<file path="config.mk">
export PLATFORM = sky130hd
export DESIGN_NAME = rcsr_top
export DESIGN_NICKNAME = d
export VERILOG_FILES = /design/src/rtl/rcsr_pkg.sv /design/src/rtl/rcsr_top.sv
export VERILOG_INCLUDE_DIRS = /design/src /design/src/rtl
export SDC_FILE = /design/constraint.sdc
export NUM_CORES = 1
export LEC_CHECK = 0
export BUFFER_PORTS_ARGS = -buffer_cell sky130_fd_sc_hd__buf_4
export CAP_MARGIN = 15
export CORE_ASPECT_RATIO = 1.1
export CORE_MARGIN = 2
export CORE_UTILIZATION = 49
export CTS_BUF_LIST = sky130_fd_sc_hd__clkbuf_8
export DETAILED_ROUTE_END_ITERATION = 8
export HOLD_SLACK_MARGIN = 0.15
export PLACE_DENSITY = 0.81
export SYNTH_ARGS = -nofsm -noshare
export SYNTH_HDL_FRONTEND = slang
export SYNTH_SLANG_ARGS = --single-unit
</file>
<file path="constraint.sdc">
create_clock -name clk_sys -period 2 [get_ports clk_sys]
set_clock_uncertainty 0.2 [all_clocks]
set_input_delay 0.4 -clock clk_sys [delete_from_list [all_inputs] [get_ports clk_sys]]
set_output_delay 0.4 -clock clk_sys [all_outputs]
set_load 0.01 [all_outputs]
</file>
<file path="src/rtl/rcsr_defs.svh">
// Constants of the reset-cause register and of the internal reset sequencer.
// Assumes a single system clock; included by its bare name.
`ifndef RCSR_DEFS_SVH
`define RCSR_DEFS_SVH

`define RCSR_SFR_ADDR      8'hEF
`define RCSR_BIT_PIN       0
`define RCSR_BIT_POR       1
`define RCSR_BIT_LOSS      2
`define RCSR_BIT_WDT       3
`define RCSR_BIT_SW        4
`define RCSR_BIT_CMP       5
`define RCSR_BIT_FLASH     6
`define RCSR_BIT7_VALUE    1'b1
`define RCSR_FLAGS_POR     7'h02
`define RCSR_EN_RESET      3'h1
`define RCSR_SYNC_INIT     4'h3
`define RCSR_RDATA_IDLE    8'h00
`define RCSR_HOLD_CYCLES   16

`endif

</file>
<file path="src/rtl/rcsr_pkg.sv">
// Types shared by the reset-cause register block.
// Assumes the constants header is available on the include path.
package rcsr_pkg;

  // Cause flags in register order, bit 6 down to bit 0.
  typedef struct packed {
    logic flash_fault_flag;
    logic comparator_reset_flag;
    logic soft_reset_flag;
    logic watchdog_flag;
    logic clock_loss_flag;
    logic power_on_flag;
    logic pin_reset_flag;
  } rcsr_flags_t;

  // Written enables that survive every system reset.
  typedef struct packed {
    logic cmp_en;
    logic loss_en;
    logic vdd_en;
  } rcsr_en_t;

  // Special-function register access from the core.
  typedef struct packed {
    logic [7:0] addr;
    logic       wr;
    logic       rd;
    logic [7:0] wdata;
  } rcsr_sfr_req_t;

  typedef enum logic [0:0] {
    ST_RUN,
    ST_HOLD
  } rcsr_state_t;

endpackage

</file>
<file path="src/rtl/rcsr_top.sv">
// Reset-cause register and internal system reset sequencer.
// Assumes rst_n is the power-on reset, detectors sit outside, and the core
// reaches the register through a simple special-function register port.
`timescale 1ns/1ps
`include "rcsr_defs.svh"

module rcsr_top #(
  parameter int HOLD_CYCLES = `RCSR_HOLD_CYCLES
) (
  input  wire logic                   clk_sys,
  input  wire logic                   rst_n,
  input  wire logic                   rst_pin_n,
  input  wire logic                   cmp_out_n,
  input  wire logic                   clk_loss_timeout,
  input  wire logic                   vdd_low,
  input  wire logic                   wdt_timeout,
  input  wire logic                   flash_fault,
  input  wire rcsr_pkg::rcsr_sfr_req_t sfr,
  output logic [7:0]                  sfr_rdata,
  output logic                        sys_rst_n,
  output logic                        clock_loss_en,
  output logic                        comparator_rst_en,
  output logic                        vdd_rst_en
);
  import rcsr_pkg::*;

  // The down counter is eight bits wide and must reach zero at least once.
  initial begin
    if (HOLD_CYCLES < 2 || HOLD_CYCLES > 256) begin
      $error("HOLD_CYCLES must lie between 2 and 256");
    end
  end

  localparam logic [7:0] HOLD_LOAD = 8'(HOLD_CYCLES - 1);

  logic [3:0]  sync1_q;
  logic [3:0]  sync2_q;
  rcsr_state_t state_q, state_d;
  logic [7:0]  cnt_q, cnt_d;
  rcsr_flags_t flags_q, flags_d;
  rcsr_en_t    en_q, en_d;
  logic        rst_q, rst_d;
  logic [7:0]  rdata_q, rdata_d;
  logic        pin_low;
  logic        cmp_trip;
  logic        loss_trip;
  logic        vdd_trip;
  logic        hit;
  logic        sw_wr;
  logic        any_trip;

  // Pin, comparator, clock-loss one-shot and supply monitor are asynchronous,
  // so each passes two flops; the second stage idles at the inactive level.
  always_ff @(posedge clk_sys or negedge rst_n) begin
    if (!rst_n) begin
      sync1_q <= `RCSR_SYNC_INIT;
      sync2_q <= `RCSR_SYNC_INIT;
    end else begin
      sync1_q <= {vdd_low, clk_loss_timeout, cmp_out_n, rst_pin_n};
      sync2_q <= sync1_q;
    end
  end

  // Source qualification; disabled sources cannot reset the system.
  always_comb begin
    pin_low  = !sync2_q[0];
    cmp_trip = en_q.cmp_en && !sync2_q[1];
    loss_trip = en_q.loss_en && sync2_q[2];
    vdd_trip = en_q.vdd_en && sync2_q[3];
    hit      = (sfr.addr == `RCSR_SFR_ADDR);
    sw_wr    = sfr.wr && hit && sfr.wdata[`RCSR_BIT_SW];
    any_trip = pin_low || vdd_trip || loss_trip || wdt_timeout || flash_fault
               || cmp_trip || sw_wr;
  end

  // Sequencer next state. Only the internal reset is asserted; there is no
  // path back to the external pin at all, so it keeps its level. Enables are
  // kept across system resets so a detector stays armed after firing.
  always_comb begin
    state_d = state_q;
    cnt_d   = cnt_q;
    flags_d = flags_q;
    en_d    = en_q;
    rst_d   = rst_q;
    case (state_q)
      ST_RUN: begin
        if (any_trip) begin
          state_d = ST_HOLD;
          cnt_d   = HOLD_LOAD;
          rst_d   = 1'b0;
          flags_d = '0;
          if (pin_low) begin
            flags_d.pin_reset_flag = 1'b1;
          end else if (vdd_trip) begin
            flags_d.power_on_flag = 1'b1;
          end else if (loss_trip) begin
            flags_d.clock_loss_flag = 1'b1;
          end else if (wdt_timeout) begin
            flags_d.watchdog_flag = 1'b1;
          end else if (flash_fault) begin
            flags_d.flash_fault_flag = 1'b1;
          end else if (cmp_trip) begin
            flags_d.comparator_reset_flag = 1'b1;
          end else begin
            flags_d.soft_reset_flag = 1'b1;
          end
        end else if (sfr.wr && hit) begin
          en_d.vdd_en = sfr.wdata[`RCSR_BIT_POR];
          en_d.loss_en = sfr.wdata[`RCSR_BIT_LOSS];
          en_d.cmp_en = sfr.wdata[`RCSR_BIT_CMP];
        end
      end
      ST_HOLD: begin
        if (pin_low) begin
          cnt_d   = HOLD_LOAD;
          flags_d = '0;
          flags_d.pin_reset_flag = 1'b1;
        end else if (cnt_q == 8'h00) begin
          state_d = ST_RUN;
          rst_d   = 1'b1;
        end else begin
          cnt_d = cnt_q - 8'h01;
        end
      end
      default: begin
        state_d = ST_RUN;
        rst_d   = 1'b1;
      end
    endcase
  end

  // Read data answers one cycle after the strobe; unused bit 7 reads one.
  always_comb begin
    rdata_d = `RCSR_RDATA_IDLE;
    if (sfr.rd && hit) begin
      rdata_d = {`RCSR_BIT7_VALUE, flags_q};
    end
  end

  // Only the power-on reset clears this state; system resets do not.
  always_ff @(posedge clk_sys or negedge rst_n) begin
    if (!rst_n) begin
      state_q <= ST_RUN;
      cnt_q   <= 8'h00;
      flags_q <= `RCSR_FLAGS_POR;
      en_q    <= `RCSR_EN_RESET;
      rst_q   <= 1'b1;
      rdata_q <= `RCSR_RDATA_IDLE;
    end else begin
      state_q <= state_d;
      cnt_q   <= cnt_d;
      flags_q <= flags_d;
      en_q    <= en_d;
      rst_q   <= rst_d;
      rdata_q <= rdata_d;
    end
  end

  // Outputs straight from flops.
  assign sfr_rdata         = rdata_q;
  assign sys_rst_n         = rst_q;
  assign clock_loss_en     = en_q.loss_en;
  assign comparator_rst_en = en_q.cmp_en;
  assign vdd_rst_en        = en_q.vdd_en;

  // Checks of the sequencer. The soft-reset flag check needs every other source
  // quiet, because the priority order would hide the soft-reset flag.
  logic others_sw;
  assign others_sw = pin_low || vdd_trip || loss_trip || wdt_timeout || flash_fault
                     || cmp_trip;

  property p_sw_reset;
    @(posedge clk_sys) disable iff (!rst_n)
    (state_q == ST_RUN && sw_wr) |=> !sys_rst_n ##1 !sys_rst_n;
  endproperty
  a_sw_reset: assert property (p_sw_reset) else $error("soft write gave no reset");

  property p_sw_flag;
    @(posedge clk_sys) disable iff (!rst_n)
    (state_q == ST_RUN && sw_wr && !others_sw) |=> flags_q == 7'h10;
  endproperty
  a_sw_flag: assert property (p_sw_flag) else $error("soft flag not alone");

  property p_no_pin_flag;
    @(posedge clk_sys) disable iff (!rst_n)
    $fell(sys_rst_n) && !$past(pin_low) |-> !flags_q.pin_reset_flag;
  endproperty
  a_no_pin_flag: assert property (p_no_pin_flag) else $error("pin flagged wrongly");

  property p_read;
    @(posedge clk_sys) disable iff (!rst_n)
    (sfr.rd && hit) |=> sfr_rdata == {1'b1, $past(flags_q)};
  endproperty
  a_read: assert property (p_read) else $error("register read mismatch");

  property p_pin;
    @(posedge clk_sys) disable iff (!rst_n)
    (state_q == ST_RUN && pin_low) |=> !sys_rst_n && flags_q == 7'h01;
  endproperty
  a_pin: assert property (p_pin) else $error("pin reset not flagged");

  property p_loss_en;
    @(posedge clk_sys) disable iff (!rst_n)
    (state_q == ST_RUN && !any_trip && sfr.wr && hit)
      |=> clock_loss_en == $past(sfr.wdata[2]) && comparator_rst_en == $past(sfr.wdata[5]);
  endproperty
  a_loss_en: assert property (p_loss_en) else $error("enable write lost");

  property p_cmp_off;
    @(posedge clk_sys) disable iff (!rst_n)
    (state_q == ST_RUN && !comparator_rst_en && !sync2_q[1] && !pin_low && !vdd_trip
     && !loss_trip && !wdt_timeout && !flash_fault && !sw_wr) |=> sys_rst_n;
  endproperty
  a_cmp_off: assert property (p_cmp_off) else $error("disabled comparator reset");

  property p_flash;
    @(posedge clk_sys) disable iff (!rst_n)
    (state_q == ST_RUN && flash_fault && !pin_low && !vdd_trip && !loss_trip && !wdt_timeout)
      |=> flags_q == 7'h40;
  endproperty
  a_flash: assert property (p_flash) else $error("flash fault not flagged");

  property p_onehot;
    @(posedge clk_sys) disable iff (!rst_n)
    $fell(sys_rst_n) |-> $onehot(flags_q) && $stable(en_q);
  endproperty
  a_onehot: assert property (p_onehot) else $error("cause flags not one-hot");

  property p_release;
    @(posedge clk_sys) disable iff (!rst_n)
    (state_q == ST_HOLD && cnt_q == 8'h00 && !pin_low) |=> sys_rst_n;
  endproperty
  a_release: assert property (p_release) else $error("system reset not released");

  // Main scenarios: software, pin and clock-loss resets, and the release.
  c_sw:    cover property (@(posedge clk_sys) disable iff (!rst_n)
                           $fell(sys_rst_n) && flags_q.soft_reset_flag);
  c_pin:   cover property (@(posedge clk_sys) disable iff (!rst_n)
                           $fell(sys_rst_n) && flags_q.pin_reset_flag);
  c_loss:  cover property (@(posedge clk_sys) disable iff (!rst_n)
                           $fell(sys_rst_n) && flags_q.clock_loss_flag);
  c_rel:   cover property (@(posedge clk_sys) disable iff (!rst_n) $rose(sys_rst_n));

endmodule

</file>
After elaboration in Yosys (flattened, before gate mapping). Cells that the tools add are included.

Flip-flop bits (word level): 36. Input port bits: 26. Output and inout bits: 12. Word-level logic and storage cells: 72.

Add/subtract/negate cells: 1. Eq/ne operators: 6. Multiplexer cells: 28. Bitwise logic cells: 2. Reductions and logical operators: 19.

Operators with widths (count): 2-to-1 mux 8 bit (4); one-hot mux 8 bit (2 select lines) (1); 2-to-1 mux 7 bit (2); one-hot mux 7 bit (2 select lines) (1); 2-to-1 mux 1 bit (13); == test 8 bit (second input constant) (1); logical NOT 8 bit (1); subtractor 8 x 1 -> 8 bit (second input constant) (1); logical AND 1 bit (6); logical OR 1 bit (6); 2-to-1 mux 6 bit (1); != test 2 bit (second input constant) (3); AND reduction 3 bit (2); 2-to-1 mux 5 bit (1); 2-to-1 mux 4 bit (1); one-hot mux 1 bit (2 select lines) (2); AND reduction 2 bit (2); 2-to-1 mux 3 bit (1); != test 3 bit (second input constant) (1); logical NOT 1 bit (2); 2-to-1 mux 2 bit (1); != test 2 x 1 -> 1 bit (second input constant) (1); inverter 1 bit (2).

Logic depth before layout (Yosys ltp). Gate-level depths: netlist of the first run.

Word-level depth: 10. Mapped depth: 7. Gate-level depth less buffers: 7.

Least setup slack after synthesis of the first run. Ideal clock, no wire load.

Path type: reg-to-reg. From: register sync2_q[0]. To: register en_q (netlist bit clock_loss_en). Setup time: 0.128 ns. Arrival: 1.773 ns. Required time: 1.672 ns. Path slack: -0.101 ns. Cell stages (with the launch flop): 6. Buffers on the path: 0. Period minus slack after synthesis: 2.101 ns. Path through: dfstp_2 > nand2b_1 > nor4b_2 > nand3_1 > nor3_2 > mux2_1.

Word-level cells in the longest chain between the ends: 9.

RTL lines: start, declared (line rcsr_top.sv:37) `logic [3:0] sync2_q;`; start signal, assigned (line rcsr_top.sv:57) `` sync2_q <= `RCSR_SYNC_INIT; ``; start signal, assigned (line rcsr_top.sv:60) `sync2_q <= sync1_q;`; logical NOT 1 bit (line rcsr_top.sv:66) `pin_low = !sync2_q[0];`; logical OR 1 bit (5 in a row); logical OR 1 bit (line rcsr_top.sv:73) `|| cmp_trip || sw_wr;`; inverter 1 bit (no line); AND reduction 3 bit (no line); end signal, assigned (line rcsr_top.sv:146) `` en_q <= `RCSR_EN_RESET; ``; end signal, assigned (line rcsr_top.sv:153) `en_q <= en_d;`; end, declared (line rcsr_top.sv:41) `rcsr_en_t en_q, en_d;`.

Every way passes these cells. A chain may end at the register's enable or synchronous reset.

Worst setup path after layout of the first run.
From: register cnt_q[3]. To: register cnt_q[1].

Word-level cells in the longest chain between the ends: 3.

RTL lines: start, declared (line rcsr_top.sv:39) `logic [7:0] cnt_q, cnt_d;`; start signal, assigned (line rcsr_top.sv:151) `cnt_q <= cnt_d;`; logical NOT 8 bit (line rcsr_top.sv:118) `end else if (cnt_q == 8'h00) begin`; != test 3 bit (no line); AND reduction 2 bit (no line).

Every way passes these cells.

==> results of run 1 <==
path summary, 6_finish.rpt:
kind | startpoint | endpoint | slack [ns] | cells after the start
worst max register to register | cnt_q[3] | cnt_q[1] | 0.0009 | 5
worst min-delay path | sync1_q[1] | sync2_q[1] | 0.16 | 0
max in group asynchronous | rst_n | sync1_q[0] | 0.87 | 2
worst max-delay path | cnt_q[3] | cnt_q[1] | 0.0009 | 5
min in group asynchronous | rst_n | cnt_q[2] | 0.39 | 2
worst min register to register | sync1_q[1] | sync2_q[1] | 0.16 | 0
state kept, by name, indices dropped and copies added (netlist names):
name	count
sys_rst_n	1
sync1_q	4
comparator_rst_en	1
flags_q	7
sync2_q	4
vdd_rst_en	1
clock_loss_en	1
cnt_q	8
sfr_rdata	8
state_q	1
kinds of logic (layout without fill, tap and decap cells):
logic type | Yosys count | in the layout | share of synthesized area (%)
simple gates | 49 | 49 | 19.2
fa+ha+maj | 2 | 2 | 1.68
compound gates | 27 | 27 | 12.7
mux | 4 | 4 | 2.93
buf+inv | 10 | 82 | 2.51
flops | 36 | 36 | 60.9
area by class of cell:
cell class / instances / share of cell area, %
tap: 34 / 1.92
inverter: 10 / 1.80
timing repair buffer: 64 / 22.6
multi-input combinational: 82 / 27.8
clock inverter: 3 / 1.75
sequential: 36 / 41.0
clock buffer: 5 / 3.10
metrics by stage:
stage / total power [mW] / cells / setup TNS, ns
CTS: 1.59 / 229 / -0.0250
detailed placement: 0.959 / 212 / -2.04
floorplan: 0.870 / 128 / -0.0427
finish: 1.59 / 234 / 0
global placement: 0.948 / 212 / -1.02
global route: 1.67 / 234 / -0.410
cells in the final DEF, fill, tap and decap left out, drive strengths merged, types with 2 or more instances in the layout:
master       count
o31ai            4
dfrtp           29
nor4             5
a21oi            5
inv             11
nand2           13
buf             55
or4              2
dlygate4sd3      9
nor2             6
clkbuf           5
nand2b           4
a22o             3
ha               2
o21ai            5
mux2             3
and2             8
a31oi            5
nor3             5
dfstp            7
timing repair:
item                                   4_1_cts  5_1_grt
pin swaps                                    0        3
buffers inserted                             0        5
setup endpoints to repair                    8       12
hold buffers                                 9        0
endpoints found under the hold margin       37        0
gates resized for setup                      2       13
power by group:
| group | leakage [nW] | total (mW) | switching, mW | internal, mW |
|---|---|---|---|---|
| combinational | 0.590 | 0.192 | 0.0988 | 0.0928 |
| clock | 0.0593 | 0.611 | 0.247 | 0.364 |
| sequential | 0.442 | 0.789 | 0.0239 | 0.765 |
| total | 1.09 | 1.59 | 0.370 | 1.22 |
per-layer routing:
layer	GRT usage (%)	share of wire [%]
met1	21.5	41
met2	33.7	51
met3	6.83	5.8
met4	11.6	2.0
met5	0	0
critical path, delay by kind of cell, from the launching register on:
kind	cells	cell delay, ns
AND/OR/NAND/NOR	3	1.15
AO/OA/AOI/OAI	1	0.15
flip-flops	1	0.38
buffers and inverters	1	0.04
==> impl_metrics.yaml, run 1 <==
critical_path:
  worstSetupPathType: "flop to flop"
  endpoint_kind: "flop"
  slowest_stage: "or4_4"
  worstPathMaxFanout: 5
  critPathMaxStageDelay_ns: 0.54
  worstPathCellList: "or4_4 -> or4_4 -> nand2_4 -> inv_4 -> a31oi_2"
  crit_required_ns: 2.01
  crit_top_cell: "or4_4"
  startpoint_type: "flop"
  worstPathArrival_ns: 2.01
detailed_routing:
  wl_um: 3230
  viasPerCell: 5.30
  wl_per_cell_um: 13.8
  ant_nets: 0
  via_count: 1240
  drt-pass1-iter-count: 4
  drc: 0
  drt-initial-drc-count: 59
timing:
  maxSlewViolCount: 0
  fin_hold_ws_ns: 0.158
  tightest_slew_ns: 0.433
  fin_crit_sh_pct: 100
  setup_viol: 0
  fmax_mhz: 500
  slew_headroom_pct: 71.2
  hold_violations: 0
  period_minus_slack_ns: 2.00
  setup_ws_ns: 0.000937
  rsz0062_at_grt: "true"
yosys:
  syn_nets: 156
  yosysSeqAreaShare_pct: 60.9
  synth_top_area_share_pct: 48.6
  synthArstFlopShare_pct: 100
  yosysTopAreaCell: "dfrtp_1"
  post-synth-top-count-cell: "dfrtp_1"
  yosysWarnings: 0
  synth_top_cells_by_count: "29 x dfrtp_1, 12 x nand2_1, 9 x inv_1, 8 x and2_1, 7 x dfstp_2"
  avgSynthCellArea_um2: 11.7
  yosys-top-cells-area: "dfrtp_1 49%, dfstp_2 12%, and2_1 3.4%"
  netlist_instances: 128
  ys_seq_elements: 36
  synth_ff_type: "dfrtp_1"
  synth.distinct_cells: 34
  synth_edf_count: 0
  syn_area_um2: 1490
placement:
  place.gp.congestion: 0.782
  post-place-ws_ns: -0.178
  dp_hpwl_um: 2240
  placed_area_um2: 1920
  io_buffers: 33
global_routing:
  grt_overflow: 0
  grt_pass1_vias: 1130
  grt_pass1_wl_um: 5000
  antenna_found_initial: 0
  grt_max_degree: 37
  track_usage_pct: 19.6
final_layout:
  final_area_um2: 2220
  drive_gt1_share_pct: 43.5
  n_antenna_cell: 0
  seqCellArea_um2: 910
  final_util_pct: 74.8
  multi_input_area_um2: 618
  nNetsFinal: 227
  fillers: 198
  area_growth_pct: 48.8
die:
  die-area_um2: 3500
  ios: 38
  start_util_pct: 50.3
  fp.coreArea_um2: 2970
  num_rows: 21
  die_x_um: 56.6
  die-height_um: 61.9
cts:
  clkLatencyLatePin_ns: 0.29
  cts_tree: "built"
  root_buffer: "clkbuf_8"
  cts.sink_count: 36
  clockBufferDepth: 2
  numCtsBuffers: 5
  path_clk_slew_ns: 0.07
  htree_levels: 2
worst_hold_path:
  hold_class: "flop to flop"
outcome:
  outcome: "completed"
pwr:
  p_per_area_nw_per_um2: 717
  p_leak_nw: 1.09
  irDropWorstVdd_uv: 725
flow_run:
  cap_violations: 0
No activity file was read; power rests on OpenSTA's default activity.
==> run 2: changes to the inputs <==
CAP_MARGIN = not set   (was 15)
RECOVER_POWER = 25   (was not set)
SKIP_LAST_GASP = 1   (was not set)
==> impl_metrics.yaml, run 2 (synthesized netlist as in run 1, its figures left out) <==
global_routing:
  grt_pass1_vias: 1130
  grt_overflow: 0
  track_usage_pct: 19.6
  grt_max_degree: 37
  antenna_found_initial: 0
  grt_pass1_wl_um: 5000
timing:
  rsz0062_at_grt: "true"
  fin_hold_ws_ns: 0.157
  setup_viol: 0
  fmax_mhz: 501
  finalSetupTns_ns: 0
  maxSlewViolCount: 0
  fin_crit_sh_pct: 99.8
  setup_ws_ns: 0.00316
  slew_headroom_pct: 43.9
  period_minus_slack_ns: 2.00
  hold_violations: 0
  tightest_slew_ns: 0.841
detailed_routing:
  ant_nets: 0
  drc: 0
  via_count: 1245
  wl_um: 3210
  wl_met2_um: 1630
  wl_per_cell_um: 13.7
  drt-initial-drc-count: 41
  met1_length_um: 1340
  top_layer: "met4"
  viasPerCell: 5.32
  dr_wl_met3_um: 182
  drt-pass1-iter-count: 4
critical_path:
  crit_required_ns: 2.01
  worstSetupPathType: "flop to flop"
  startpoint_type: "flop"
  regToRegSetupSlack_ns: 0.003
  endpoint_kind: "flop"
  r2r_cells: 5
  r2r_end: "cnt_q[1]"
  worstPathArrival_ns: 2.01
  rr_startpoint: "cnt_q[3]"
  worstPathMaxFanout: 5
worst_hold_path:
  hold_depth: 0
  min-delay-start: "sync1_q[1]"
  hold_class: "flop to flop"
  holdPathEnd: "sync2_q[1]"
die:
  fp.coreArea_um2: 2970
  start_util_pct: 50.3
  die_x_um: 56.6
  num_rows: 21
  die-area_um2: 3500
  ios: 38
  die-height_um: 61.9
placement:
  post-place-ws_ns: -0.178
  dp_hpwl_um: 2240
  io_buffers: 33
  place.gp.congestion: 0.782
flow_run:
  cap_violations: 0
pwr:
  p_per_area_nw_per_um2: 719
  irDropWorstVdd_uv: 725
  p_leak_nw: 1.09
  power.total_mw: 1.59
cts:
  clkLatencyLatePin_ns: 0.29
  cts.sink_count: 36
  cts_tree: "built"
  clockBufferDepth: 2
  htree_levels: 2
  path_clk_slew_ns: 0.07
  root_buffer: "clkbuf_8"
  numCtsBuffers: 5
final_layout:
  nNetsFinal: 227
  drive_gt1_share_pct: 43.0
  n_antenna_cell: 0
  area_growth_pct: 48.4
  layout_common_cells: "50 x buf_4, 29 x dfrtp_1, 11 x nand2_1"
  final_common_cell: "buf_4"
outcome:
  outcome: "completed"
-- run 2: worst max-delay path by stage --
stage | from | to | slack [ns] | depth (start not counted)
floorplan | sync2_q[0] | clock_loss_en | -0.02 | 5
global placement | sfr[14] | cnt_q[5] | -0.13 | 6
detailed placement | sfr[14] | cnt_q[6] | -0.18 | 6
CTS | cnt_q[3] | cnt_q[1] | -0.02 | 5
global route | cnt_q[0] | cnt_q[1] | -0.09 | 6
finish | cnt_q[3] | cnt_q[1] | 0.003 | 5
-- run 2: per-layer routing --
metal | GRT usage, % | up-vias
li1 | - | 600
met1 | 21.5 | 606
met2 | 33.7 | 33
met3 | 6.83 | 6
met4 | 11.6 | 0
met5 | 0 | -
-- run 2: final cells by class --
class / count / area (um2)
timing repair buffer: 64 / 500
sequential: 36 / 910
clock buffer: 5 / 68.8
multi-input combinational: 82 / 614
clock inverter: 3 / 38.8
tap: 34 / 42.5
fill: 200 / 754
inverter: 10 / 40.0
-- run 2: through the flow --
| step | utilization, % | instance area, um2 | cells |
|---|---|---|---|
| 6_report | 74.6 | 2210 | 234 |
| 5_1_grt | 74.6 | 2210 | 234 |
| 4_1_cts | 71.8 | 2130 | 229 |
| 3_5_place_dp | 64.6 | 1920 | 212 |
| 3_3_place_gp | 64.6 | 1920 | 212 |
| 2_1_floorplan | - | 1500 | 128 |
-- run 2: timing repair --
action,4_1_cts,5_1_grt
pin swaps,0,3
buffers inserted,0,5
hold buffers,9,0
endpoints found under the hold margin,37,0
gates resized for setup,2,12
endpoints found under the setup margin,8,12
-- run 2: critical path, cell delays in order (launching register included) --
cell and delay (ns):
dfrtp_1 0.38, or4_4 0.54, or4_4 0.50, nand2_4 0.11
inv_4 0.04, a31oi_2 0.15
-- run 2: report_power, final --
| group | total [mW] | switching (mW) | internal (mW) |
|---|---|---|---|
| combinational | 0.190 | 0.0986 | 0.0917 |
| clock | 0.613 | 0.249 | 0.364 |
| sequential | 0.789 | 0.0236 | 0.765 |
| total | 1.59 | 0.371 | 1.22 |
==> run 3: changes to the inputs <==
CORE_MARGIN = not set   (was 2)
CORE_UTILIZATION = 46   (was 49)
CTS_BUF_LIST = not set   (was sky130_fd_sc_hd__clkbuf_8)
PLACE_DENSITY = 0.77   (was 0.81)
==> impl_metrics.yaml, run 3 (synthesized netlist as in run 1, its figures left out) <==
critical_path:
  path_delay_family: "simple AND/OR/NAND/NOR gates"
  path_buf_inv: 1
  critPathMaxStageDelay_ns: 0.56
  startpoint_type: "flop"
  worstPathArrival_ns: 2.09
  worstPathCellList: "or4_4 -> or4_4 -> nand2_2 -> inv_2 -> a31oi_1"
  r2r_cells: 5
  crit_top_cell: "or4_4"
  worst-path-stages: 5
  crit_required_ns: 2.04
  slowest_stage: "or4_4"
  worstSetupPathType: "flop to flop"
  worstPathMaxFanout: 5
  endpoint_kind: "flop"
timing:
  period_minus_slack_ns: 2.05
  setup_viol: 3
  slew_headroom_pct: 43.3
  maxSlewViolCount: 0
  fmax_mhz: 489
  rsz0062_at_grt: "true"
  hold_violations: 0
  tightest_slew_ns: 0.850
  setup_ws_ns: -0.0467
  fin_crit_sh_pct: 102
  finalSetupTns_ns: -0.0919
die:
  fp.coreArea_um2: 3070
  start_util_pct: 48.6
  ios: 38
  num_rows: 21
  die_x_um: 56.3
  die-area_um2: 3480
  die-height_um: 61.7
final_layout:
  n_antenna_cell: 0
  seqCellArea_um2: 910
  fillers: 212
  nNetsFinal: 228
  multi_input_area_um2: 597
  final_common_cell: "buf_4"
  area_growth_pct: 44.8
  layout_common_cells: "49 x buf_4, 29 x dfrtp_1, 11 x nand2_1, 11 x dlygate4sd3_1"
  final_util_pct: 70.3
  drive_gt1_share_pct: 41.8
detailed_routing:
  drt-pass1-iter-count: 4
  wl_um: 3440
  drc: 0
  wl_per_cell_um: 14.6
  ant_nets: 0
  viasPerCell: 5.50
  drt-initial-drc-count: 35
  via_count: 1293
pwr:
  pwr-share-seq_pct: 57.3
  p_sw_uw: 351
  combPwrFrac_pct: 13.4
  p_sw_share_pct: 25.5
  power.total_mw: 1.38
  intPower_mw: 1.02
  clockPowerShare_pct: 29.3
  irDropWorstVdd_uv: 543
  p_per_area_nw_per_um2: 636
  p_leak_nw: 1.06
global_routing:
  antenna_found_initial: 0
  grt_pass1_wl_um: 5280
  grt_max_degree: 37
  grt_overflow: 0
  track_usage_pct: 20.6
  grt_pass1_vias: 1249
placement:
  io_buffers: 33
  dp_hpwl_um: 2280
  post-place-ws_ns: -0.200
  place.gp.congestion: 0.858
outcome:
  outcome: "complete, but fails checks"
  violations: "negative setup slack"
worst_hold_path:
  hold_class: "flop to flop"
  hold_depth: 0
cts:
  htree_levels: 2
  numCtsBuffers: 5
  root_buffer: "clkbuf_4"
  clockBufferDepth: 2
  cts.sink_count: 36
  path_clk_slew_ns: 0.11
  clkLatencyLatePin_ns: 0.34
  cts_tree: "built"
flow_run:
  cap_violations: 0
==> run 3: changes by cell type in the layout (fill, tap and decap cells not counted), sizes merged <==
cell | previous run | this run
bufinv | 1 | 0
inv | 11 | 10
clkbuf | 10 | 12
clkinvlp | 0 | 1
dlygate4sd3 | 9 | 11
clkinv | 1 | 0
buf | 50 | 49
==> run 3: cell type report <==
| class | count | share of cell area, % |
|---|---|---|
| multi-input combinational | 82 | 27.6 |
| inverter | 10 | 1.74 |
| clock buffer | 7 | 2.55 |
| clock inverter | 1 | 0.347 |
| tap | 34 | 1.97 |
| sequential | 36 | 42.1 |
| timing repair buffer | 65 | 23.7 |
==> run 3: layer usage <==
metal	share of wire, %	GRT usage (%)	vias up
met5	0	0	-
met4	2.3	9.76	0
met3	6.1	7.25	12
met2	51	37.2	62
met1	40	22.4	620
li1	-	-	599
==> run 3: what timing repair did <==
| action | in CTS | in global routing |
|---|---|---|
| hold buffers | 11 | 0 |
| gates cloned | 0 | 0 |
| setup endpoints to repair | 6 | 12 |
| resized for setup | 2 | 7 |
| buffers inserted | 0 | 4 |
| hold endpoints to repair | 46 | 0 |
| pin swaps | 0 | 1 |
==> run 3: final timing paths <==
check,slack [ns],startpoint,end
max,-0.05,cnt_q[3],cnt_q[1]
min,0.15,sync1_q[0],sync2_q[0]
max reg2reg,-0.05,cnt_q[3],cnt_q[1]
min reg2reg,0.15,sync1_q[0],sync2_q[0]
max in group asynchronous,0.57,rst_n,cnt_q[1]
min in group asynchronous,0.49,rst_n,flags_q[2]
==> run 3: per-stage QoR <==
stage,cells,cell area (um2),hold slack (ns)
CTS,231,2110,0.152
detailed placement,212,1920,0.136
global route,235,2160,0.153
finish,235,2160,0.153
floorplan,128,1500,-0.0956
global placement,212,1920,0.135
==> run 3: power by group through the flow <==
stage	sequential [mW]	clock, mW	combinational (mW)
global placement	0.797	0	0.151
CTS	0.786	0.411	0.181
global route	0.791	0.447	0.207
detailed placement	0.799	0	0.159
floorplan	0.801	0	0.0687
finish	0.787	0.403	0.185
